## config.mk

```make
export PLATFORM = sky130hd
export DESIGN_NAME = ebc_top
export DESIGN_NICKNAME = d
export VERILOG_FILES = /design/src/ebc_pkg.sv /design/src/ebc_if.sv /design/src/ebc_snap.sv /design/src/ebc_top.sv
export VERILOG_INCLUDE_DIRS = /design/src
export SDC_FILE = /design/constraint.sdc
export NUM_CORES = 1
export LEC_CHECK = 0
export BUFFER_PORTS_ARGS = -buffer_cell sky130_fd_sc_hd__buf_4
export CAP_MARGIN = 10
export CELL_PAD_IN_SITES_DETAIL_PLACEMENT = 1
export CELL_PAD_IN_SITES_GLOBAL_PLACEMENT = 1
export CORE_MARGIN = 4
export CORE_UTILIZATION = 43
export CTS_BUF_LIST = sky130_fd_sc_hd__clkbuf_4 sky130_fd_sc_hd__clkbuf_8
export CTS_CLUSTER_DIAMETER = 100
export DETAILED_ROUTE_END_ITERATION = 10
export PLACE_DENSITY = 0.76
export SETUP_SLACK_MARGIN = 0.4
export SLEW_MARGIN = 10
export SYNTH_ARGS = -nofsm -noshare
export SYNTH_HDL_FRONTEND = slang
export SYNTH_SLANG_ARGS = --single-unit
```

## constraint.sdc

```tcl
create_clock -name i_clk -period 1.8 [get_ports i_clk]
set_input_delay 0.27 -clock i_clk [delete_from_list [all_inputs] [get_ports i_clk]]
set_output_delay 0.27 -clock i_clk [all_outputs]
set_load 0.02 [all_outputs]
```

## src/ebc_regs.svh

```systemverilog
`ifndef EBC_REGS_SVH
`define EBC_REGS_SVH
// How it works
// - Handshake off: wait count alone times cycle
// - Handshake on: ready pin ends the cycle
// - Polarity 0: cycle ends on sampled low
// - Polarity 1: cycle ends on sampled high
// - Load gating off: select ignores load strobe
// - Load gating on: select only during load
// - Store gating off: select ignores store strobes
// - Store gating on: select only during store
// - Clock ratio caught only on long reset
// - Lower snapshot fields caught every reset
// - Layout 0: pins become byte store strobes
// - Select line count decode, default five
// - Segment line count decode, default two
// - Clock ratio decode to oscillator multiple
// - Disabled window runs no bus cycle
// - Window zero bus type from pins

// ****************
// Register map
// ****************
`define EBC_ADDR_SNAP 16'hf108
`define EBC_ADDR_WIN0 16'hff10
`define EBC_ADDR_STAT 16'hff20
`define EBC_NWIN 5

// ****************
// Window control fields
// ****************
`define EBC_F_CSWEN 15
`define EBC_F_CSREN 14
`define EBC_F_RDYPOL 13
`define EBC_F_RDYEN 12
`define EBC_F_BUSACT 10
`define EBC_F_BUS_TYPE_FIELD_HI 7
`define EBC_F_BUS_TYPE_FIELD_LO 6
`define EBC_F_WAIT_STATE_COUNT_HI 3
`define EBC_F_WAIT_STATE_COUNT_LO 0
`define EBC_WIN_RST 16'h0000
`define EBC_MAX_WAIT 4'hf

// ****************
// Snapshot fields
// ****************
`define EBC_S_WRC 0
`define EBC_S_SELECT_LINE_COUNT_HI 2
`define EBC_S_SELECT_LINE_COUNT_LO 1
`define EBC_S_SAL_HI 4
`define EBC_S_SAL_LO 3
`define EBC_S_CLK_HI 7
`define EBC_S_CLK_LO 5
`define EBC_SNAP_RST 8'hff
`endif

```

## src/ebc_pkg.sv

```systemverilog
`include "ebc_regs.svh"
package ebc_pkg;

   typedef enum logic [1:0] {
      EBC_IDLE = 2'b00,
      EBC_ADDR = 2'b01,
      EBC_STRB = 2'b11,
      EBC_DONE = 2'b10
   } ebc_state_t;

   typedef struct packed {
      ebc_state_t st;
      logic [`EBC_NWIN-1:0][15:0] win;
      logic [2:0] cur;
      logic wr;
      logic [1:0] be;
      logic [15:0] cfg;
      logic [3:0] cnt;
      logic busy;
      logic done;
      logic refused;
      logic [15:0] rdata;
      logic rd_n;
      logic wr_n;
      logic bhe_n;
      logic [4:0] cs_n;
      logic [7:0] seg_en;
      logic [4:0] ratio_x2;
   } ebc_top_st_t;

   typedef struct packed {
      logic cap_done;
      logic [7:0] snap;
   } ebc_snap_st_t;

   function automatic logic [4:0] ebc_cs_mask(input logic [1:0] sel);
      case (sel)
         2'b00: ebc_cs_mask = 5'h07;
         2'b01: ebc_cs_mask = 5'h03;
         2'b10: ebc_cs_mask = 5'h00;
         default: ebc_cs_mask = 5'h1f;
      endcase
   endfunction

   function automatic logic [7:0] ebc_seg_mask(input logic [1:0] sel);
      case (sel)
         2'b00: ebc_seg_mask = 8'h0f;
         2'b01: ebc_seg_mask = 8'h00;
         2'b10: ebc_seg_mask = 8'hff;
         default: ebc_seg_mask = 8'h03;
      endcase
   endfunction

   // Ratio in halves so 0.5 and 2.5 stay integral
   function automatic logic [4:0] ebc_ratio_x2(input logic [2:0] sel);
      case (sel)
         3'b000: ebc_ratio_x2 = 5'h05;
         3'b001: ebc_ratio_x2 = 5'h01;
         3'b010: ebc_ratio_x2 = 5'h14;
         3'b011: ebc_ratio_x2 = 5'h02;
         3'b100: ebc_ratio_x2 = 5'h0a;
         3'b101: ebc_ratio_x2 = 5'h04;
         3'b110: ebc_ratio_x2 = 5'h06;
         default: ebc_ratio_x2 = 5'h08;
      endcase
   endfunction

endpackage

```

## src/ebc_if.sv

```systemverilog
`timescale 1ns/1ps
`default_nettype none
interface ebc_if;
   logic load;
   logic [7:0] snap;
   logic [1:0] btyp0;
   modport src (output load, output snap, output btyp0);
   modport dst (input load, input snap, input btyp0);
endinterface
`default_nettype wire

```

## src/ebc_snap.sv

```systemverilog
`timescale 1ns/1ps
`default_nettype none
`include "ebc_regs.svh"
module ebc_snap (
   // Clock and reset
   input wire logic i_clk,
   input wire logic i_rstn,
   // Straps
   input wire logic [15:0] i_port0,
   input wire logic i_long_rst,
   // To core
   ebc_if.src bus
);
   import ebc_pkg::*;

   ebc_snap_st_t q;
   ebc_snap_st_t next;

   // ****************
   // Capture after reset release
   // ****************
   // Reset takes the pull-up value; pins are caught one edge later
   always_comb begin
      next = q;
      if (!q.cap_done) begin
         next.cap_done = 1'b1;
         next.snap[`EBC_S_SAL_HI:0] = i_port0[12:8];
         if (i_long_rst) begin
            next.snap[`EBC_S_CLK_HI:`EBC_S_CLK_LO] = i_port0[15:13];
         end
      end
   end

   always_ff @(posedge i_clk or negedge i_rstn) begin
      if (!i_rstn) begin
         q <= '{cap_done: 1'b0, snap: `EBC_SNAP_RST};
      end else begin
         q <= next;
      end
   end

   assign bus.load = !q.cap_done;
   assign bus.snap = q.snap;
   assign bus.btyp0 = i_port0[7:6];

   // ****************
   // Checks
   // ****************
   property p_snap_stable;
      @(posedge i_clk) disable iff (!i_rstn)
      q.cap_done |=> $stable(q.snap);
   endproperty
   a_snap_stable: assert property (p_snap_stable)
      else $error("snapshot changed after capture");

   property p_snap_load;
      @(posedge i_clk) disable iff (!i_rstn)
      // Release edge still sees reset state, so key on the capture itself
      $rose(q.cap_done) |-> q.snap[4:0] == $past(i_port0[12:8]);
   endproperty
   a_snap_load: assert property (p_snap_load)
      else $error("lower snapshot fields not caught");

   property p_clk_short;
      @(posedge i_clk) disable iff (!i_rstn)
      (!q.cap_done && !i_long_rst) |=> q.snap[7:5] == 3'h7;
   endproperty
   a_clk_short: assert property (p_clk_short)
      else $error("clock ratio caught without long reset");
endmodule
`default_nettype wire

```

## src/ebc_top.sv

```systemverilog
// Our own choice: the address-and-strobe port.
`timescale 1ns/1ps
`default_nettype none
`include "ebc_regs.svh"
module ebc_top (
   // Clock and reset
   input wire logic i_clk,
   input wire logic i_rstn,
   // Register port
   input wire logic [15:0] i_addr,
   input wire logic [15:0] i_wdata,
   input wire logic i_we,
   input wire logic i_re,
   output logic [15:0] o_rdata,
   // Strap pins
   input wire logic [15:0] i_port0,
   input wire logic i_long_rst,
   // Access requests
   input wire logic i_req,
   input wire logic [2:0] i_req_win,
   input wire logic i_req_write,
   input wire logic [1:0] i_req_be,
   output logic o_busy,
   output logic o_done,
   output logic o_refused,
   // Bus pins
   output logic o_rd_n,
   output logic o_wr_n,
   output logic o_bhe_n,
   output logic [4:0] o_cs_n,
   input wire logic i_ready,
   // Configuration outputs
   output logic [7:0] o_seg_en,
   output logic [4:0] o_ratio_x2
);
   import ebc_pkg::*;

   ebc_top_st_t q;
   ebc_top_st_t next;
   ebc_if u_if ();

   logic [15:0] win_off;
   logic win_hit;
   logic [2:0] win_idx;
   logic req_ok;
   logic layout;
   logic act;
   logic stb;
   logic gate;
   logic cs_on;
   logic rdy_seen;

   // ****************
   // Snapshot
   // ****************
   ebc_snap u_snap (
      .i_clk(i_clk),
      .i_rstn(i_rstn),
      .i_port0(i_port0),
      .i_long_rst(i_long_rst),
      .bus(u_if.src)
   );

   // ****************
   // Address decode
   // ****************
   assign win_off = i_addr - `EBC_ADDR_WIN0;
   assign win_hit = (i_addr >= `EBC_ADDR_WIN0) && !win_off[0]
      && (win_off[15:1] < 15'(`EBC_NWIN));
   assign win_idx = win_off[3:1];

   // Window must exist and be enabled to start a cycle
   assign req_ok = (i_req_win < 3'(`EBC_NWIN))
      && q.win[i_req_win][`EBC_F_BUSACT];

   assign layout = u_if.snap[`EBC_S_WRC];

   // Ready compared against the programmed active level
   assign rdy_seen = (i_ready == q.cfg[`EBC_F_RDYPOL]);

   // ****************
   // Next state
   // ****************
   always_comb begin
      next = q;
      next.done = 1'b0;
      next.refused = 1'b0;
      act = 1'b0;
      stb = 1'b0;
      gate = 1'b0;
      cs_on = 1'b0;

      // Register writes
      if (i_we && win_hit) begin
         next.win[win_idx] = i_wdata;
      end
      // Bus type of window zero follows the pins after reset
      if (u_if.load) begin
         next.win[0][`EBC_F_BUS_TYPE_FIELD_HI:`EBC_F_BUS_TYPE_FIELD_LO] = u_if.btyp0;
      end

      // Register reads, data in the following cycle only
      next.rdata = 16'h0000;
      if (i_re) begin
         if (i_addr == `EBC_ADDR_SNAP) begin
            next.rdata = {8'h00, u_if.snap};
         end else if (win_hit) begin
            next.rdata = q.win[win_idx];
         end else if (i_addr == `EBC_ADDR_STAT) begin
            next.rdata = {8'h00, q.busy, q.st, q.cur, q.wr, i_ready};
         end
      end

      // Cycle sequencer
      case (q.st)
         EBC_IDLE: begin
            if (i_req && !req_ok) begin
               next.refused = 1'b1;
            end else if (i_req) begin
               next.st = EBC_ADDR;
               next.cur = i_req_win;
               next.wr = i_req_write;
               next.be = i_req_be;
               // Settings are frozen for the whole cycle
               next.cfg = q.win[i_req_win];
            end
         end
         EBC_ADDR: begin
            next.st = EBC_STRB;
            next.cnt = `EBC_MAX_WAIT
               - q.cfg[`EBC_F_WAIT_STATE_COUNT_HI:`EBC_F_WAIT_STATE_COUNT_LO];
         end
         EBC_STRB: begin
            if (q.cfg[`EBC_F_RDYEN]) begin
               // Wait count unused; strobes stay until ready
               if (rdy_seen) begin
                  next.st = EBC_DONE;
                  next.done = 1'b1;
               end
            end else if (q.cnt == 4'h0) begin
               next.st = EBC_DONE;
               next.done = 1'b1;
            end else begin
               next.cnt = q.cnt - 4'h1;
            end
         end
         EBC_DONE: begin
            // One idle cycle between accesses
            next.st = EBC_IDLE;
         end
         default: begin
            next.st = EBC_IDLE;
         end
      endcase
      next.busy = (next.st != EBC_IDLE);

      // ****************
      // Pin drive
      // ****************
      act = (next.st == EBC_ADDR) || (next.st == EBC_STRB);
      stb = (next.st == EBC_STRB);
      gate = next.wr ? next.cfg[`EBC_F_CSWEN] : next.cfg[`EBC_F_CSREN];
      // Gated select follows the strobe, else the whole cycle
      cs_on = gate ? stb : act;
      next.cs_n = ~((5'h01 << next.cur)
         & ebc_cs_mask(u_if.snap[`EBC_S_SELECT_LINE_COUNT_HI:`EBC_S_SELECT_LINE_COUNT_LO])
         & {5{cs_on}});
      next.rd_n = ~(stb && !next.wr);
      if (!layout) begin
         // Byte store strobes; no byte enable on this layout
         next.wr_n = ~(stb && next.wr && next.be[0]);
         next.bhe_n = ~(stb && next.wr && next.be[1]);
      end else begin
         next.wr_n = ~(stb && next.wr);
         next.bhe_n = ~(act && next.be[1]);
      end

      // ****************
      // Configuration outputs
      // ****************
      next.seg_en = ebc_seg_mask(
         u_if.snap[`EBC_S_SAL_HI:`EBC_S_SAL_LO]);
      next.ratio_x2 = ebc_ratio_x2(
         u_if.snap[`EBC_S_CLK_HI:`EBC_S_CLK_LO]);
   end

   // ****************
   // State register
   // ****************
   always_ff @(posedge i_clk or negedge i_rstn) begin
      if (!i_rstn) begin
         q <= '0;
         q.win <= {`EBC_NWIN{`EBC_WIN_RST}};
         q.rd_n <= 1'b1;
         q.wr_n <= 1'b1;
         q.bhe_n <= 1'b1;
         q.cs_n <= 5'h1f;
         q.seg_en <= 8'h03;
         q.ratio_x2 <= 5'h08;
      end else begin
         q <= next;
      end
   end

   // ****************
   // Outputs
   // ****************
   assign o_rdata = q.rdata;
   assign o_busy = q.busy;
   assign o_done = q.done;
   assign o_refused = q.refused;
   assign o_rd_n = q.rd_n;
   assign o_wr_n = q.wr_n;
   assign o_bhe_n = q.bhe_n;
   assign o_cs_n = q.cs_n;
   assign o_seg_en = q.seg_en;
   assign o_ratio_x2 = q.ratio_x2;

   // ****************
   // Checks
   // ****************
   property p_refuse;
      @(posedge i_clk) disable iff (!i_rstn)
      (q.st == EBC_IDLE && i_req && !req_ok)
         |=> (q.refused && q.st == EBC_IDLE && q.cs_n == 5'h1f);
   endproperty
   a_refuse: assert property (p_refuse)
      else $error("disabled window started a cycle");

   property p_wait_end;
      @(posedge i_clk) disable iff (!i_rstn)
      (q.st == EBC_STRB && !q.cfg[`EBC_F_RDYEN] && q.cnt == 4'h0)
         |=> (q.st == EBC_DONE && q.done && q.rd_n && q.wr_n);
   endproperty
   a_wait_end: assert property (p_wait_end)
      else $error("timed cycle did not end on zero count");

   property p_wait_len;
      @(posedge i_clk) disable iff (!i_rstn)
      (q.st == EBC_ADDR && !q.cfg[`EBC_F_RDYEN]
         && q.cfg[3:0] == 4'hd) |=> (q.st == EBC_STRB) [*3]
         ##1 (q.st == EBC_DONE);
   endproperty
   a_wait_len: assert property (p_wait_len)
      else $error("two wait states not three strobe cycles");

   property p_rdy_hold;
      @(posedge i_clk) disable iff (!i_rstn)
      (q.st == EBC_STRB && q.cfg[`EBC_F_RDYEN]
         && i_ready != q.cfg[`EBC_F_RDYPOL])
         |=> (q.st == EBC_STRB && $stable(q.cs_n)
         && $stable(q.rd_n) && $stable(q.wr_n));
   endproperty
   a_rdy_hold: assert property (p_rdy_hold)
      else $error("cycle left before ready");

   property p_rdy_end;
      @(posedge i_clk) disable iff (!i_rstn)
      (q.st == EBC_STRB && q.cfg[`EBC_F_RDYEN]
         && i_ready == q.cfg[`EBC_F_RDYPOL])
         |=> (q.st == EBC_DONE && q.done) ##1 (q.st == EBC_IDLE);
   endproperty
   a_rdy_end: assert property (p_rdy_end)
      else $error("active ready did not end cycle");

   property p_cs_load;
      @(posedge i_clk) disable iff (!i_rstn)
      (q.st == EBC_ADDR && !q.wr && q.cfg[`EBC_F_CSREN])
         |-> (q.cs_n == 5'h1f);
   endproperty
   a_cs_load: assert property (p_cs_load)
      else $error("select before load strobe");

   property p_cs_store;
      @(posedge i_clk) disable iff (!i_rstn)
      (q.st == EBC_ADDR && q.wr && q.cfg[`EBC_F_CSWEN])
         |-> (q.cs_n == 5'h1f) ##1 (q.cs_n != 5'h1f || q.wr_n);
   endproperty
   a_cs_store: assert property (p_cs_store)
      else $error("select outside store strobe");

   property p_cs_free;
      @(posedge i_clk) disable iff (!i_rstn)
      (q.st == EBC_ADDR && !q.cfg[`EBC_F_CSREN]
         && !q.cfg[`EBC_F_CSWEN] && u_if.snap[2:1] == 2'b11)
         |-> !q.cs_n[q.cur];
   endproperty
   a_cs_free: assert property (p_cs_free)
      else $error("ungated select not driven in address phase");

   property p_byte_strb;
      @(posedge i_clk) disable iff (!i_rstn)
      (q.st == EBC_STRB && q.wr && !layout)
         |-> (q.wr_n == !q.be[0] && q.bhe_n == !q.be[1]);
   endproperty
   a_byte_strb: assert property (p_byte_strb)
      else $error("byte store strobes wrong");

   property p_cs_none;
      @(posedge i_clk) disable iff (!i_rstn)
      (u_if.snap[2:1] == 2'b10) |=> (q.cs_n == 5'h1f);
   endproperty
   a_cs_none: assert property (p_cs_none)
      else $error("select driven with no select lines");
endmodule
`default_nettype wire

```

==> flow_metrics.tcl <==
set metrics [dict create \
    status "completed" \
    p_per_area_nw_per_um2 688 \
    area_delta_synth_final_pct 35.3 \
    clk_path_buf_depth 2 \
    worstSetupPathType "in2reg" \
    dp.cells 900 \
    drc 0 \
    cts_made_buffers 17 \
    rsz0062_at_grt "true" \
    drive_gt1_frac 0.542 \
    yosys.area_share.simple 0.109 \
    synthTopCellsByCount "126 x dfrtp_1, 86 x mux2_2, 42 x nor2_1" \
    r2r_cells 5 \
    avgSynthCellArea_um2 12.0 \
    rows 46 \
    core-area_um2 16100 \
    root_buffer "clkbuf_8" \
    synthXorXnorAreaFrac 0.00247 \
    synthMuxAreaShare 0.216 \
    tightest_slew_ns 0.602 \
    async_flop_share 1.00 \
    synth-seq-cells 144 \
    initial_core_util 0.442 \
    r2r_slack_ns 0.03 \
    crit_arrival_ns 2.12 \
    clk_pin_slew_ns 0.08 \
    overflow 0 \
    final_cells 958 \
    hold_path_class "in2reg" \
    reg2reg_from "q[76]$_DFFE_PN0P_" \
    synth_top_family_by_area "multiplexers" \
    setup_viol 0 \
    finalNetCount 793 \
    ioPinCount 101 \
    htreeDepth 4 \
    routed_via_density 5.63 \
    yosysMostFrequentCell "dfrtp_1" \
    relSlewSlack 0.599 \
    fp.dieW_um 137 \
    final_area_um2 9600 \
    synth-edff-count 0 \
    clock_latency_ns 0.45 \
    grt_pass1_vias 5970 \
    cp_max_fo 12 \
    synthFlopType "dfrtp_1" \
    synth_fp_nets 658 \
    leakage_uw 0.00453 \
    synth_area_um2 7100 \
    routabilityCongestion 0.841 \
    skew_ns 0.0114 \
    cp-startpoint "i_addr[7]" \
    top_layer "met4" \
    grt_pass1_wl_mm 33.8 \
    maxSlewViolCount 0 \
    antenna_found_initial 0 \
    synth_top_area_cell "dfrtp_1" \
    ir_drop_mv 0.461 \
    synth_area_leaders "dfrtp_1 44%, mux2_2 14%, dfstp_2 6.7%" \
    r2r_end "q[58]$_DFF_PN0_" \
    wl_met3_um 878 \
    period_needed_ns 1.78 \
    end_kind "flip-flop" \
    grt_max_degree 64 \
    crit_end "q[140]$_DFFE_PN0P_" \
    die_area_um2 18600 \
    netlist_instances 594 \
    wl_mm 22.3 \
    worst_setup_path_start_kind "primary input" \
    hold_viol_final 0 \
    synth-adder-area-share 0.00529 \
    yosys_warnings 0 \
    cts.sinks 144 \
    seq_area_frac_synth 0.511 \
    synth_top_area_frac 0.444 \
    timing.setup.tns_ns 0 \
    antenna_cells 0 \
    ys_types 61 \
    maxCapViolations 0 \
    num_vias 5391 \
    dpl-instance-area_um2 8500 \
    dp_hpwl_mm 14.0 \
    first_pass_iters 5 \
    met2_length_mm 11.9 \
    period_share 0.991 \
    power_uw 6610 \
    post_drt_wl_per_cell_um 23.3 \
    synth-compound-area-share 0.0934 \
    drt_iter0_markers 381 \
    ant_nets 0 \
    die_h_um 137 \
    port-buffer-count 94 \
    cp.required_ns 2.13 \
    grt_use_total 0.241 \
    fmax_ghz 0.561 \
    cts_tree "done" \
    wl_met1_mm 9.18 \
]
-- routing by layer --
metal | GRT usage | vias up
met5 | 0 | -
met4 | 0.0677 | 0
met3 | 0.0401 | 32
met2 | 0.426 | 155
met1 | 0.305 | 2826
li1 | - | 2378
-- final cells by class --
class | instances | area (um2)
multi-input combinational | 377 | 3620
sequential | 144 | 3630
clock inverter | 13 | 114
timing repair buffer | 181 | 1690
tap | 216 | 270
clock buffer | 19 | 249
fill | 1605 | 6450
inverter | 8 | 30.0
-- cell usage in the layout (no fill, tap or decap), types with 8 or more instances in the layout --
master,netlist,final
nor2_1,42,38
a211oi_1,8,8
mux2i_1,28,28
buf_6,3,32
mux2_2,86,33
nand2_1,27,24
nor3_4,1,8
o21ai_0,27,10
nor3_1,18,8
mux2_4,10,63
dfrtp_1,126,126
clkbuf_8,0,17
dfstp_2,18,18
a21oi_1,28,24
o21ai_1,1,10
buf_4,39,133
buf_12,0,11
nor2b_1,12,10
-- per-stage QoR --
step	util	hold WS [ns]	setup WS [ns]
floorplan	-	-0.0256	-0.242
global placement	0.529	0.299	-0.365
detailed placement	0.529	0.307	-0.394
CTS	0.582	0.0252	0.0967
global route	0.598	0.0391	0.00353
finish	0.598	0.0564	0.0162
-- worst max-delay path, stage by stage --
cell and delay, ns:
buf_6 0.09, nand3b_1 0.15, or4_4 0.57, nor2_4 0.20
buf_6 0.12, buf_6 0.09, nand4b_4 0.14, buf_12 0.20
mux2_2 0.28
-- timing repair --
item | in CTS | in global routing
hold buffers | 1 | 0
setup endpoints to repair | 126 | 135
endpoints found under the hold margin | 41 | 0
cloned | 3 | 1
pin swaps | 27 | 14
resized for setup | 71 | 47
setup buffers | 16 | 5
-- where the power goes --
group | leakage, uW | internal [uW] | switching [uW]
clock | 0.000187 | 1120 | 1310
combinational | 0.00242 | 348 | 420
sequential | 0.00192 | 3330 | 82.9
-- state kept, by name, summed over array words and instances, names as in the netlist --
signal	cells
u_snap.bus.snap	8
o_done	1
o_rd_n	1
u_snap.q	1
o_rdata	16
o_refused	1
o_ratio_x2	5
q	100
o_cs_n	5
o_busy	1
o_seg_en	3
o_wr_n	1
o_bhe_n	1
-- worst min path at each step --
stage	cells after the start	startpoint	end
6_report	2	i_req_be[0]	q[60]$_DFF_PN0_
5_1_grt	2	i_req_be[0]	q[60]$_DFF_PN0_
4_1_cts	2	i_port0[10]	u_snap.bus.snap[2]$_DFFE_PN1N_
3_5_place_dp	1	i_rstn	o_seg_en[6]$_DFF_PN0_
3_3_place_gp	1	i_rstn	o_ratio_x2[0]$_DFF_PN0_
2_1_floorplan	0	i_rstn	o_busy$_DFF_PN0_
-- cells by family after synthesis --
group | Yosys count
DFF | 144
and+or+nand+nor | 139
muxes | 130
AOI/OAI and AO/OA | 102
buffers and inverters | 73
adders and majority gates | 3
xor gates and xnor gates | 2
other | 1
No activity file was read; power rests on OpenSTA's default activity.
